File: src/hdl/hcw_pkg.sv
// Constants, state codes and carrier types for the hopping code word transmitter.
// Assumes a single 200 MHz clock; all times below are turned into cycle counts here.
package hcw_pkg;
  // Clock and element timing
  localparam int CLK_NS = 5;
  localparam int TE_NS = 100_000;
  localparam int TE_CYCLES = TE_NS / CLK_NS;
  localparam int ENTRY_HOLD_NS = 9_000_000;
  localparam int ENTRY_HOLD_CYCLES = (ENTRY_HOLD_NS + CLK_NS - 1) / CLK_NS;
  localparam int TWC_NS = 30_000_000;
  localparam int TWC_CYCLES = TWC_NS / CLK_NS;
  localparam int LED_HALF_NS = 500_000_000;
  localparam int LED_HALF_CYCLES = LED_HALF_NS / CLK_NS;

  // Frame shape in elements and bits
  localparam logic [6:0] PREAMBLE_SLOTS = 7'h17;
  localparam logic [6:0] HEADER_SLOTS = 7'h0A;
  localparam logic [6:0] GUARD_SLOTS = 7'h32;
  localparam logic [6:0] PWM_LAST_SLOT = 7'h02;
  localparam logic [6:0] MAN_LAST_SLOT = 7'h01;
  localparam logic [6:0] VLOW_IDX = 7'h40;
  localparam logic [6:0] LAST_IDX = 7'h42;
  localparam logic [8:0] MIN_WORDS = 9'h002;
  localparam logic [8:0] TIMEOUT_WORDS = 9'h100;

  // Programming port layout
  localparam logic [4:0] PROG_LAST_BIT = 5'h1F;
  localparam logic [7:0] VERIFY_LAST_BIT = 8'hBF;
  localparam logic [3:0] LAST_WORD = 4'hB;
  localparam logic [3:0] SYNC_WORD = 4'h6;
  localparam int PROG_WORDS = 12;

  typedef enum logic [9:0] {
    ST_IDLE = 10'h001,
    ST_PRE = 10'h002,
    ST_HDR = 10'h004,
    ST_DAT = 10'h008,
    ST_GRD = 10'h010,
    ST_OFF = 10'h020,
    ST_PSH = 10'h040,
    ST_PWR = 10'h080,
    ST_ACK = 10'h100,
    ST_VFY = 10'h200
  } hcw_state_t;

  // Static option straps
  typedef struct packed {
    logic long_guard_enable;
    logic timeout_enable;
    logic manchester_select;
    logic extended_serial_select;
    logic independent_counter_select;
    logic counter_wrap_flag;
    logic [1:0] user_bits;
  } hcw_cfg_t;
endpackage : hcw_pkg

File: src/hdl/hcw_sync.sv
// Two-stage synchroniser bank for pins entering the clock domain.
// Assumes inputs are asynchronous levels; only the second stage is visible.
`timescale 1ns/10ps
module hcw_sync #(
  parameter int W = 6
) (
  input wire logic clk,
  input wire logic nrst,
  input wire logic [W-1:0] d,
  output logic [W-1:0] q
);
  import hcw_pkg::*;

  generate
    if (W < 1)
    begin : g_chk
      $error("hcw_sync width must be positive");
    end
  endgenerate

  genvar i;
  generate
    for (i = 0; i < W; i++)
    begin : g_bit
      logic meta_reg;
      logic sync_reg;
      // First stage feeds only the second stage
      always_ff @(posedge clk)
      begin
        if (!nrst)
        begin
          meta_reg <= 1'b0;
          sync_reg <= 1'b0;
        end
        else
        begin
          meta_reg <= d[i];
          sync_reg <= meta_reg;
        end
      end
      assign q[i] = sync_reg;
    end
  endgenerate
endmodule : hcw_sync

File: src/hdl/hcw_cipher.sv
// Iterative block mixer turning the 32-bit plaintext into the hopping word.
// Assumes start is a one-cycle pulse; done stays high until the next start.
`timescale 1ns/10ps
module hcw_cipher #(
  parameter int ROUNDS = 64
) (
  input wire logic clk,
  input wire logic nrst,
  input wire logic start,
  input wire logic [31:0] plain,
  input wire logic [63:0] key,
  output logic [31:0] hop,
  output logic done
);
  import hcw_pkg::*;

  // Arbitrary nonlinear table, not tied to any existing product
  localparam logic [31:0] MIX_TABLE = 32'h6C9E_1B35;

  generate
    if (ROUNDS < 1 || ROUNDS > 127)
    begin : g_chk
      $error("hcw_cipher rounds out of range");
    end
  endgenerate

  logic [31:0] st_reg, st_next;
  logic [6:0] rnd_reg, rnd_next;
  logic done_reg, done_next;
  logic fb;

  // One round per cycle: rotate with keyed nonlinear feedback
  always_comb
  begin
    fb = st_reg[0] ^ st_reg[16] ^ key[rnd_reg[5:0]]
      ^ MIX_TABLE[{st_reg[31], st_reg[26], st_reg[20], st_reg[9], st_reg[1]}];
    st_next = st_reg;
    rnd_next = rnd_reg;
    done_next = done_reg;
    if (start)
    begin
      st_next = plain;
      rnd_next = 7'(ROUNDS);
      done_next = 1'b0;
    end
    else if (rnd_reg != 7'h00)
    begin
      st_next = {fb, st_reg[31:1]};
      rnd_next = rnd_reg - 7'h01;
      done_next = (rnd_reg == 7'h01);
    end
  end

  always_ff @(posedge clk)
  begin
    if (!nrst)
    begin
      st_reg <= 32'h0000_0000;
      rnd_reg <= 7'h00;
      done_reg <= 1'b0;
    end
    else
    begin
      st_reg <= st_next;
      rnd_reg <= rnd_next;
      done_reg <= done_next;
    end
  end

  assign hop = st_reg;
  assign done = done_reg;
endmodule : hcw_cipher

File: src/hdl/hcw_top.sv
// Hopping code word transmitter: framing, session control, indicator and programming port.
// Assumes option straps are static; button, supply flag and data pin inputs are asynchronous.
// Behaviour
// - Each word goes preamble, header, encrypted block, fixed block, then a guard gap.
// - Payload is 67 bits: 32 encrypted then 35 fixed.
// - Plaintext holds function, user, wrap, independent, 8 serial bits and 16-bit counter.
// - Fixed block holds 28-bit serial, function bits, low-battery flag and two CRC bits.
// - Extended serial sends all 32 serial bits, no function bits there.
// - Wake on a press, finish words, send two at least, sleep after release.
// - A held button keeps the words repeating.
// - A newly pressed button aborts the current word and restarts with new buttons.
// - Long guard sends only every second word.
// - Two-bit CRC over bits 0 to 64 from zero with the given update.
// - Low-battery flag sampled in the bit's last slot for CRC (the low phase with PWM coding), at bit start for sending.
// - With timeout enabled, a long continuous press stops transmission.
// - The low-battery flag rides in every word.
// - Indicator is low while data goes out and high in the guard.
// - With low supply the indicator toggles every LED_CYC cycles of sending, restarting each word, so with the 500 ms default it stays low.
// - Each accepted word triggers a fixed 30 ms write before the acknowledge.
// - Each word comes with its complement; a mismatch ends programming.
// - Readback allowed once, only right after programming.
// - Timeout forces data low and indicator off until all buttons are released.
// - Manchester select picks Manchester, else pulse width coding.
// - Without extended serial the top four serial bits become function bits.
`timescale 1ns/10ps
module hcw_top #(
  parameter int TE_CYC = hcw_pkg::TE_CYCLES,
  parameter int HOLD_CYC = hcw_pkg::ENTRY_HOLD_CYCLES,
  parameter int TWC_CYC = hcw_pkg::TWC_CYCLES,
  parameter int LED_CYC = hcw_pkg::LED_HALF_CYCLES
) (
  input wire logic clk,
  input wire logic nrst,
  input wire hcw_pkg::hcw_cfg_t cfg,
  input wire logic button_zero_in,
  input wire logic button_one_in,
  input wire logic button_two_in,
  input wire logic button_three_in,
  input wire logic vlow_in,
  input wire logic data_in,
  output logic data_out,
  output logic data_oe_n,
  output logic indicator_out_n
);
  import hcw_pkg::*;

  generate
    if (TE_CYC < 2 || HOLD_CYC < 1 || TWC_CYC < 1 || LED_CYC < 1)
    begin : g_chk
      $error("hcw_top timing parameters too small");
    end
  endgenerate

  logic [5:0] pin_s;
  logic [3:0] btns;
  logic vlow_s, data_s, any_btn, tick, pedge, pclk_s, tx_st, new_btn, launch, wr_en;
  logic hold_ok, cdone, cur_bit, crc_d;
  logic [6:0] last_slot;
  logic [31:0] enc_w, serial_w, fixed_w, sh;
  logic [63:0] payload, key_w;
  hcw_state_t st_reg, st_next;
  logic [31:0] te_reg, te_next, hold_reg, hold_next, pcnt_reg, pcnt_next;
  logic [6:0] slot_reg, slot_next, idx_reg, idx_next;
  logic [1:0] crc_reg, crc_next;
  logic [8:0] words_reg, words_next;
  logic [3:0] btn_reg, btn_next, widx_reg, widx_next;
  logic [15:0] sync_reg, sync_next;
  logic [31:0] psh_reg, psh_next, ptxt_reg, ptxt_next;
  logic [7:0] pbits_reg, pbits_next;
  logic vtx_reg, vtx_next, par_reg, par_next, mute_reg, mute_next, wrap_reg, wrap_next;
  logic vok_reg, vok_next, cst_reg, cst_next, pclk_reg;
  logic [15:0] mem_reg [PROG_WORDS];
  logic [15:0] mem_next [PROG_WORDS];

  hcw_sync #(.W(6)) u_sync (
    .clk(clk),
    .nrst(nrst),
    .d({button_three_in, button_two_in, button_one_in, button_zero_in, vlow_in, data_in}),
    .q(pin_s)
  );

  // Plaintext is latched at launch; the preamble gives the mixer ample time
  hcw_cipher #(.ROUNDS(64)) u_cipher (
    .clk(clk),
    .nrst(nrst),
    .start(cst_reg),
    .plain(ptxt_reg),
    .key(key_w),
    .hop(enc_w),
    .done(cdone)
  );

  // Decoded views of inputs and stored words
  assign btns = pin_s[5:2];
  assign vlow_s = pin_s[1];
  assign data_s = pin_s[0];
  assign pclk_s = pin_s[5] | pin_s[4];
  assign any_btn = |btns;
  assign pedge = pclk_s & ~pclk_reg;
  assign tick = (te_reg == 32'(TE_CYC - 1));
  assign hold_ok = (hold_reg == 32'(HOLD_CYC));
  assign tx_st = (st_reg == ST_PRE) || (st_reg == ST_HDR) || (st_reg == ST_DAT);
  assign new_btn = |(btns & ~btn_reg);
  assign last_slot = cfg.manchester_select ? MAN_LAST_SLOT : PWM_LAST_SLOT;
  assign key_w = {mem_reg[3], mem_reg[2], mem_reg[1], mem_reg[0]};
  assign serial_w = {mem_reg[5], mem_reg[4]};
  assign fixed_w = cfg.extended_serial_select ? serial_w
    : {btn_reg, serial_w[27:0]};
  assign payload = {fixed_w, enc_w};
  // CRC takes the live flag in the bit's last slot, where the line sits low with PWM coding
  assign crc_d = (idx_reg == VLOW_IDX) ? vlow_s : payload[idx_reg[5:0]];
  assign cur_bit = (idx_reg < VLOW_IDX) ? payload[idx_reg[5:0]]
    : ((idx_reg == VLOW_IDX) ? vtx_reg : crc_reg[~idx_reg[0]]);

  // Frame sequencing, session bookkeeping and programming port
  always_comb
  begin
    launch = 1'b0;
    wr_en = 1'b0;
    sh = {data_s, psh_reg[31:1]};
    st_next = st_reg;
    te_next = tick ? 32'h0000_0000 : te_reg + 32'h0000_0001;
    hold_next = !btns[3] ? 32'h0000_0000 : (hold_ok ? hold_reg : hold_reg + 32'h0000_0001);
    pcnt_next = pcnt_reg;
    slot_next = slot_reg;
    idx_next = idx_reg;
    crc_next = crc_reg;
    vtx_next = vtx_reg;
    words_next = words_reg;
    btn_next = btn_reg;
    sync_next = sync_reg;
    psh_next = psh_reg;
    ptxt_next = ptxt_reg;
    pbits_next = pbits_reg;
    widx_next = widx_reg;
    par_next = par_reg;
    mute_next = mute_reg;
    wrap_next = wrap_reg;
    vok_next = vok_reg;
    cst_next = 1'b0;
    unique case (st_reg)
      ST_IDLE:
      begin
        te_next = 32'h0000_0000;
        words_next = 9'h000;
        if (any_btn)
          launch = 1'b1;
      end
      ST_PRE:
      begin
        if (tick)
        begin
          slot_next = slot_reg + 7'h01;
          if (slot_reg == PREAMBLE_SLOTS - 7'h01)
          begin
            st_next = ST_HDR;
            slot_next = 7'h00;
          end
        end
      end
      ST_HDR:
      begin
        if (tick)
        begin
          slot_next = slot_reg + 7'h01;
          if (slot_reg == HEADER_SLOTS - 7'h01)
          begin
            st_next = ST_DAT;
            slot_next = 7'h00;
          end
        end
      end
      ST_DAT:
      begin
        if (tick)
        begin
          slot_next = slot_reg + 7'h01;
          if (slot_reg == last_slot)
          begin
            slot_next = 7'h00;
            idx_next = idx_reg + 7'h01;
            if (idx_reg <= VLOW_IDX)
              crc_next = {crc_reg[0] ^ crc_d, crc_reg[0] ^ crc_d ^ crc_reg[1]};
            if (idx_reg == VLOW_IDX - 7'h01)
              vtx_next = vlow_s;
            if (idx_reg == LAST_IDX)
            begin
              st_next = ST_GRD;
              words_next = (words_reg == 9'h1FF) ? words_reg : words_reg + 9'h001;
            end
          end
        end
      end
      ST_GRD:
      begin
        if (tick)
        begin
          slot_next = slot_reg + 7'h01;
          if (slot_reg == GUARD_SLOTS - 7'h01)
          begin
            if (cfg.timeout_enable && words_reg >= TIMEOUT_WORDS)
              st_next = ST_OFF;
            else if (any_btn || words_reg < MIN_WORDS)
              launch = 1'b1;
            else
              st_next = ST_IDLE;
          end
        end
      end
      ST_OFF:
      begin
        if (!any_btn)
          st_next = ST_IDLE;
      end
      ST_PSH:
      begin
        if (pedge)
        begin
          psh_next = sh;
          pbits_next = pbits_reg + 8'h01;
          if (pbits_reg[4:0] == PROG_LAST_BIT)
          begin
            pbits_next = 8'h00;
            pcnt_next = 32'h0000_0000;
            if (sh[31:16] == ~sh[15:0])
            begin
              wr_en = 1'b1;
              widx_next = widx_reg + 4'h1;
              vok_next = (widx_reg == LAST_WORD);
              st_next = ST_PWR;
            end
            else
              st_next = ST_IDLE;
          end
        end
      end
      ST_PWR:
      begin
        pcnt_next = pcnt_reg + 32'h0000_0001;
        if (pcnt_reg == 32'(TWC_CYC - 1))
          st_next = ST_ACK;
      end
      ST_ACK:
      begin
        if (pedge && vok_reg)
          st_next = ST_VFY;
        else if (pedge)
        begin
          st_next = ST_PSH;
          psh_next = sh;
          pbits_next = 8'h01;
        end
      end
      ST_VFY:
      begin
        if (pedge)
        begin
          pbits_next = pbits_reg + 8'h01;
          if (pbits_reg == VERIFY_LAST_BIT)
          begin
            st_next = ST_IDLE;
            vok_next = 1'b0;
          end
        end
      end
    endcase
    // A newly pressed button restarts the word with the new function bits
    if (tx_st && new_btn)
      launch = 1'b1;
    // Entry needs button three held, then the pin raised while released by us
    if (hold_ok && data_s && data_oe_n && !(st_reg inside {ST_PSH, ST_PWR, ST_ACK, ST_VFY}))
    begin
      launch = 1'b0;
      st_next = ST_PSH;
      pbits_next = 8'h00;
      widx_next = 4'h0;
      vok_next = 1'b0;
    end
    if (launch)
    begin
      st_next = ST_PRE;
      te_next = 32'h0000_0000;
      slot_next = 7'h00;
      idx_next = 7'h00;
      crc_next = 2'h0;
      btn_next = any_btn ? btns : btn_reg;
      mute_next = cfg.long_guard_enable & par_reg;
      par_next = ~par_reg;
      sync_next = sync_reg + 16'h0001;
      wrap_next = wrap_reg | (sync_reg == 16'hFFFF);
      ptxt_next = {btn_next, cfg.user_bits, cfg.counter_wrap_flag & ~wrap_next,
        cfg.independent_counter_select, serial_w[7:0], sync_next};
      cst_next = 1'b1;
    end
    if (wr_en && widx_reg == SYNC_WORD)
      sync_next = sh[15:0];
    for (int i = 0; i < PROG_WORDS; i++)
      mem_next[i] = (wr_en && widx_reg == 4'(i)) ? sh[15:0] : mem_reg[i];
  end

  always_ff @(posedge clk)
  begin
    if (!nrst)
    begin
      st_reg <= ST_IDLE;
      te_reg <= 32'h0000_0000;
      hold_reg <= 32'h0000_0000;
      pcnt_reg <= 32'h0000_0000;
      slot_reg <= 7'h00;
      idx_reg <= 7'h00;
      crc_reg <= 2'h0;
      vtx_reg <= 1'b0;
      words_reg <= 9'h000;
      btn_reg <= 4'h0;
      sync_reg <= 16'h0000;
      psh_reg <= 32'h0000_0000;
      ptxt_reg <= 32'h0000_0000;
      pbits_reg <= 8'h00;
      widx_reg <= 4'h0;
      par_reg <= 1'b0;
      mute_reg <= 1'b0;
      wrap_reg <= 1'b0;
      vok_reg <= 1'b0;
      cst_reg <= 1'b0;
      pclk_reg <= 1'b0;
      for (int i = 0; i < PROG_WORDS; i++)
        mem_reg[i] <= 16'h0000;
    end
    else
    begin
      st_reg <= st_next;
      te_reg <= te_next;
      hold_reg <= hold_next;
      pcnt_reg <= pcnt_next;
      slot_reg <= slot_next;
      idx_reg <= idx_next;
      crc_reg <= crc_next;
      vtx_reg <= vtx_next;
      words_reg <= words_next;
      btn_reg <= btn_next;
      sync_reg <= sync_next;
      psh_reg <= psh_next;
      ptxt_reg <= ptxt_next;
      pbits_reg <= pbits_next;
      widx_reg <= widx_next;
      par_reg <= par_next;
      mute_reg <= mute_next;
      wrap_reg <= wrap_next;
      vok_reg <= vok_next;
      cst_reg <= cst_next;
      pclk_reg <= pclk_s;
      mem_reg <= mem_next;
    end
  end

  logic out_reg, out_next, oe_n_reg, oe_n_next, led_n_reg, led_n_next, flash_reg, flash_next;
  logic [31:0] led_cnt_reg, led_cnt_next;

  // Pin levels follow the state one cycle later; flashing runs only while sending
  always_comb
  begin
    out_next = 1'b0;
    oe_n_next = 1'b1;
    led_n_next = 1'b1;
    flash_next = 1'b0;
    led_cnt_next = 32'h0000_0000;
    if (tx_st)
    begin
      oe_n_next = 1'b0;
      led_cnt_next = led_cnt_reg + 32'h0000_0001;
      flash_next = flash_reg;
      if (led_cnt_reg == 32'(LED_CYC - 1))
      begin
        led_cnt_next = 32'h0000_0000;
        flash_next = ~flash_reg;
      end
      led_n_next = vlow_s ? flash_reg : 1'b0;
      if (st_reg == ST_PRE)
        out_next = ~slot_reg[0];
      else if (st_reg == ST_DAT && cfg.manchester_select)
        out_next = (slot_reg == 7'h00) ? cur_bit : ~cur_bit;
      else if (st_reg == ST_DAT)
        out_next = (slot_reg == 7'h00) | ((slot_reg == 7'h01) & ~cur_bit);
      if (mute_reg)
        out_next = 1'b0;
    end
    else if (st_reg == ST_OFF)
      oe_n_next = 1'b0;
    else if (st_reg == ST_ACK || st_reg == ST_VFY)
    begin
      oe_n_next = 1'b0;
      out_next = (st_reg == ST_ACK) | mem_reg[pbits_reg[7:4]][pbits_reg[3:0]];
    end
  end

  always_ff @(posedge clk)
  begin
    if (!nrst)
    begin
      out_reg <= 1'b0;
      oe_n_reg <= 1'b1;
      led_n_reg <= 1'b1;
      flash_reg <= 1'b0;
      led_cnt_reg <= 32'h0000_0000;
    end
    else
    begin
      out_reg <= out_next;
      oe_n_reg <= oe_n_next;
      led_n_reg <= led_n_next;
      flash_reg <= flash_next;
      led_cnt_reg <= led_cnt_next;
    end
  end

  assign data_out = out_reg;
  assign data_oe_n = oe_n_reg;
  assign indicator_out_n = led_n_reg;
endmodule : hcw_top

File: config.mk
export PLATFORM = sky130hd
export DESIGN_NAME = hcw_top
export DESIGN_NICKNAME = d
export VERILOG_FILES = /design/src/hdl/hcw_pkg.sv /design/src/hdl/hcw_sync.sv /design/src/hdl/hcw_cipher.sv /design/src/hdl/hcw_top.sv
export SDC_FILE = /design/constraint.sdc
export NUM_CORES = 1
export LEC_CHECK = 0
export BUFFER_PORTS_ARGS = -buffer_cell sky130_fd_sc_hd__buf_4
export CORE_ASPECT_RATIO = 1.25
export CORE_MARGIN = 10
export CORE_UTILIZATION = 42
export CTS_BUF_LIST = sky130_fd_sc_hd__clkbuf_16
export CTS_CLUSTER_SIZE = 10
export DETAILED_ROUTE_END_ITERATION = 16
export HOLD_SLACK_MARGIN = 0.12
export PLACE_DENSITY_LB_ADDON = 0.08
export RECOVER_POWER = 25
export REMOVE_ABC_BUFFERS = 1
export SLEW_MARGIN = 0
export SYNTH_ARGS = -nofsm -noshare
export SYNTH_HDL_FRONTEND = slang
export SYNTH_HIERARCHICAL = 1
export SYNTH_SLANG_ARGS = --single-unit
File: constraint.sdc
create_clock -name clk -period 3.5 [get_ports clk]
set_input_delay 0.525 -clock clk [delete_from_list [all_inputs] [get_ports clk]]
set_output_delay 0.525 -clock clk [all_outputs]
set_load 0.01 [all_outputs]
* Yosys cells after proc, flatten, opt, wreduce, memory -nomap -nowiden *
Memory sizes are Yosys's and may differ from the RTL's. A register that Yosys moved wholly into a read port is not among the register bits.
Index checks and enable logic that the tools add are counted.

cells by class
  eq/ne operators = 93
  bitwise logic cells = 26
  muxes and demuxes = 105
  order comparisons = 10
  reduce and logical (&&, ||, !) cells = 62
  add/subtract/negate cells = 11

operators with widths
  kind                   count
  $mux 32                7
  $mux 10                19
  $add 32x1->32 const B  4
  $pmux 32 s2            2
  $pmux 10 s9            1
  $mux 7                 10
  $bmux 16 s4            1
  $mux 16                4
  $reduce_and 18->1      3
  $mux 8                 6
  $mux 1                 38
  $mux 9                 4
  $ne 2x2->1 const B     18
  $ne 4x4->1 const B     9
  $eq 32x15->1 const B   1
  $eq 32x21->1 const B   1
  $eq 32x23->1 const B   1
  $eq 32x27->1 const B   1
  $ne 3x3->1 const B     10
  $ne 4x3->1 const B     7
  $pmux 7 s4             1
  $pmux 8 s3             1
  $logic_and 1x1->1      19
  $ne 3x2->1 const B     6
  79 further kinds       133

word-level totals
  register bits = 513
  input bits = 16
  memories = 1
  logic and storage cells = 363
  output and inout bits = 3
  memory bits (read-only) = 32

memories
  memory            depth  bits a word  rd ports  clocked after Yosys merged registers in  wr ports  line              text
  (name not given)  32     1            1         1                                        0         hcw_cipher.sv:36  ^ MIX_TABLE[{st_reg[31], st_reg[26], st_reg[20], st_reg[9], st_reg[1]}];

* Logic depth before layout (Yosys ltp) *
  depth after elaboration = 13
  gate-level depth with buffers = 13
  gate-level depth less buffers = 11

* Cells and area by module *
The synthesis kept the hierarchy.

by module, submodules not included
  module      instances  cells an instance  area each (um^2)  sequential area each (um^2)
  hcw_top     1          2587               21414.3           9148.8
  hcw_cipher  1          299                2707.6            820.8
  hcw_sync    1          31                 381.6             240.2

* Worst setup path after synthesis *
No wires, ideal clock.

  kind = flip-flop to flip-flop
  from = register idx_reg[1]
  to = register crc_reg[0]
  slack = 1.002 ns
  data arrival time = 2.381 ns
  required time = 3.384 ns
  path buffers = 1
  period minus slack after synthesis = 2.498 ns
  stages on the path, launching flop included = 9
  setup time = 0.116 ns
  cells stage by stage = dfxtp_1 -> buf_6 -> mux4_2 -> mux4_2 -> o32ai_1 -> o31ai_1 -> xor2_1 -> a21oi_1 -> a31o_2

on the way
  cells in the longest elaborated chain, start to end = 5
  elaborated cells between the ends (all ways) = 8

RTL lines
  item                          line            text
  from (decl)                   hcw_top.sv:63   logic [6:0] slot_reg, slot_next, idx_reg, idx_next;
  from (signal assigned)        hcw_top.sv:336  idx_reg <= idx_next;
  $bmux 1 s6                    hcw_top.sv:111  assign crc_d = (idx_reg == VLOW_IDX) ? vlow_s : payload[idx_reg[5:0]];
  $mux 1 (not written as such)  hcw_top.sv:111
  $mux 1                        hcw_top.sv:111
  $xor 1x1->1 (2 in a row)      hcw_top.sv:183  crc_next = {crc_reg[0] ^ crc_d, crc_reg[0] ^ crc_d ^ crc_reg[1]};
  to (signal assigned)          hcw_top.sv:337  crc_reg <= crc_next;
  to (decl)                     hcw_top.sv:64   logic [1:0] crc_reg, crc_next;

Parallel ways exist; a longest one is shown, timed or not. The select of a mux whose other input is x is not followed.
A chain may end at the register's enable or synchronous reset.

* Worst setup path in the final report *
  from = register pbits_reg[6]
  to = register out_reg, in the netlist data_out

on the way
  cells in the longest elaborated chain, start to end = 10

RTL lines
  item                                        line            text
  from (decl)                                 hcw_top.sv:69   logic [7:0] pbits_reg, pbits_next;
  from (signal assigned)                      hcw_top.sv:344  pbits_reg <= pbits_next;
  $not 4->5 (not written as such)             hcw_top.sv:392  out_next = (st_reg == ST_ACK) | mem_reg[pbits_reg[7:4]][pbits_reg[3:0]];
  $bmux 16 s4                                 hcw_top.sv:392
  $mux 16 (not written as such) (2 in a row)  hcw_top.sv:392
  $bmux 1 s4                                  hcw_top.sv:392
  $mux 1 (not written as such)                hcw_top.sv:392
  $or 1x1->1                                  hcw_top.sv:392
  $mux 1                                      hcw_top.sv:389  else if (st_reg == ST_ACK || st_reg == ST_VFY)
  $mux 1                                      hcw_top.sv:387  else if (st_reg == ST_OFF)
  $mux 1                                      hcw_top.sv:367  if (tx_st)
  to (signal assigned)                        hcw_top.sv:408  out_reg <= out_next;
  to (decl)                                   hcw_top.sv:356  logic out_reg, out_next, oe_n_reg, oe_n_next, led_n_reg, led_n_next, flash_reg, flash_next;

Every way passes these cells. The select of a mux whose other input is x is not followed.

==> results.json <==
{
  "max_freq_mhz": 298,
  "maxSlewViolCount": 38,
  "insertion_delay_ns": 0.62,
  "syn_inst": 2913,
  "layoutNonFillerInstCount": 3647,
  "clk_path_buf_depth": 3,
  "wl_per_cell_um": 19.5,
  "crit_chain": "buf_4 -> nand3b_1 -> o22ai_1 -> nor2_1 -> o22ai_1 -> nand2_1 -> o211ai_1 -> o31ai_1 -> o311ai_1",
  "nFillCells": 5596,
  "max_stage_delay_ns": 0.88,
  "drive_gt1_share_pct": 9.53,
  "syn_area_um2": 24500,
  "overflow": 0,
  "io_buffers": 18,
  "dr.pass1.iters": 7,
  "fin_area_um2": 26900,
  "path_class": "reg -> reg",
  "track_usage_pct": 20.1,
  "fin_nets": 2922,
  "grt_setup_unrepaired": "no",
  "r2r_cells": 9,
  "vias_per_cell": 5.54,
  "grt_max_degree": 120,
  "initial_core_util_pct": 42.6,
  "required_ns": 3.97,
  "hold_path.class": "in -> reg",
  "finalHoldViolCount": 0,
  "crit_fanout": 15,
  "first_global_vias": 19400,
  "placed_area_um2": 25200,
  "largest_register_ffs": 128,
  "cts-root-buf": "clkbuf_16",
  "core_um2": 57400,
  "dp.cells": 3566,
  "finClkSkew_ns": 0.0132,
  "p_leak_nw": 9.12,
  "worstMarginPinSlew_ns": 1.94,
  "cts_resized": 0,
  "cp-start-kind": "register",
  "reg2reg_from": "pbits_reg[6]",
  "cts_buffers": 58,
  "cts_tree": "built",
  "pin_count": 19,
  "hold_end": "u_sync/g_bit[0].meta_reg",
  "cts_max_level": 2,
  "min_period_ns": 3.36,
  "grt_first_pass_wirelength_um": 111000,
  "path_clk_slew_ns": 0.06,
  "dieArea_um2": 68300,
  "routed_wl_um": 71100,
  "crit_arrival_ns": 3.82,
  "hpwl_um": 48900,
  "ctsHoldBuffers": 7,
  "end_kind": "register",
  "die_x_um": 236,
  "gp_congestion": 0.906,
  "final-setup-viol-count": 0,
  "r2r-end": "data_out",
  "die_h_um": 290,
  "ir_drop_mv": 0.374,
  "critPathSlowestCell": "dfxtp_1",
  "violations": "capacitance limit, slew limit",
  "post_cts_buffers": 0,
  "outcome": "finished with violations",
  "dp_worst_setup_slack_ns": 0.270,
  "avgSynthCellArea_um2": 8.39,
  "setup_ws_ns": 0.143,
  "rows": 98,
  "fin_crit_sh_pct": 95.9,
  "pwr_density_cell_nw_per_um2": 478,
  "vias": 20200,
  "numClockSinks": 509,
  "crit_top_cell": "o22ai_1",
  "diodes": 0,
  "hold_start": "data_in",
  "antenna_found_initial": 1,
  "yosys_warnings": 6,
  "r2r_slack_ns": 0.14,
  "maxCapViolCount": 1,
  "drc_errors": 0,
  "holdPathStages": 2,
  "final_core_util_pct": 46.8,
  "syn_to_final_growth_pct": 9.85,
  "drtAntennaViolNets": 0,
  "max-slew-margin-rel_pct": -29.5,
  "drt_iter0_markers": 1509
}
==> stage by stage <==
| stage | TNS [ns] | total power, W | hold slack (ns) |
|---|---|---|---|
| 3_5_place_dp | 0 | 0.00759 | 0.423 |
| 4_1_cts | 0 | 0.0130 | 0.125 |
| 2_1_floorplan | -97.19 | 0.00714 | 0.412 |
| 3_3_place_gp | 0 | 0.00757 | 0.422 |
| 6_report | 0 | 0.0129 | 0.153 |
| 5_1_grt | 0 | 0.0133 | 0.138 |
==> routing by layer <==
metal	vias to the layer above	part of all wire, %	GRT usage (%)
met5	-	0.018	0
met3	136	4.7	3.03
met4	2	3.7	7.73
met1	9654	44	25.3
met2	495	48	34.1
li1	9927	-	-
==> worst max-delay path: cells and delay by family (launching register included) <==
family / cells / cell delay [ns]
buf+inv: 1 / 0.35
simple gates: 3 / 0.68
flops: 1 / 0.88
compound gates: 5 / 1.28
==> final cells by class <==
cell class / instances / area [µm²] / area share (%)
Timing Repair Buffer: 112 / 882 / 3.28
Clock buffer: 59 / 1480 / 5.50
Sequential cell: 509 / 10200 / 37.9
Tap cell: 750 / 938 / 3.49
Clock inverter: 15 / 110 / 0.410
Inverter: 47 / 181 / 0.675
Multi-Input combinational cell: 2155 / 13100 / 48.7
==> cell usage in the layout, fill, tap and decap left out, drive strengths merged, types with 18 or more instances in the layout <==
| cell | n |
|---|---|
| mux2i | 102 |
| ha | 23 |
| nor2b | 26 |
| dfxtp | 509 |
| o21ai | 79 |
| xnor2 | 71 |
| and2 | 62 |
| clkbuf | 66 |
| nor4 | 35 |
| nor2 | 240 |
| a21oi | 292 |
| nand2 | 623 |
| mux4 | 41 |
| buf | 98 |
| or3 | 18 |
| and3 | 38 |
| inv | 55 |
| nand4 | 48 |
| nand3 | 67 |
| xor2 | 109 |
| nor3 | 41 |
==> worst max path at each step <==
stage | start | end | slack, ns | depth (start not counted)
CTS | pbits_reg[6] | data_out | 0.26 | 9
global route | pbits_reg[6] | data_out | 0.09 | 9
global placement | pbits_reg[6] | data_out | 0.24 | 9
floorplan | pbits_reg[4] | pcnt_reg[10] | -0.79 | 5
finish | pbits_reg[6] | data_out | 0.14 | 9
detailed placement | pbits_reg[6] | data_out | 0.27 | 9
==> power by group <==
group,internal [W],switching [W]
registers,0.00589,0.000164
clock network,0.00303,0.00235
logic,0.000587,0.000824
total,0.00952,0.00334
(Power assumes the default switching activity.)
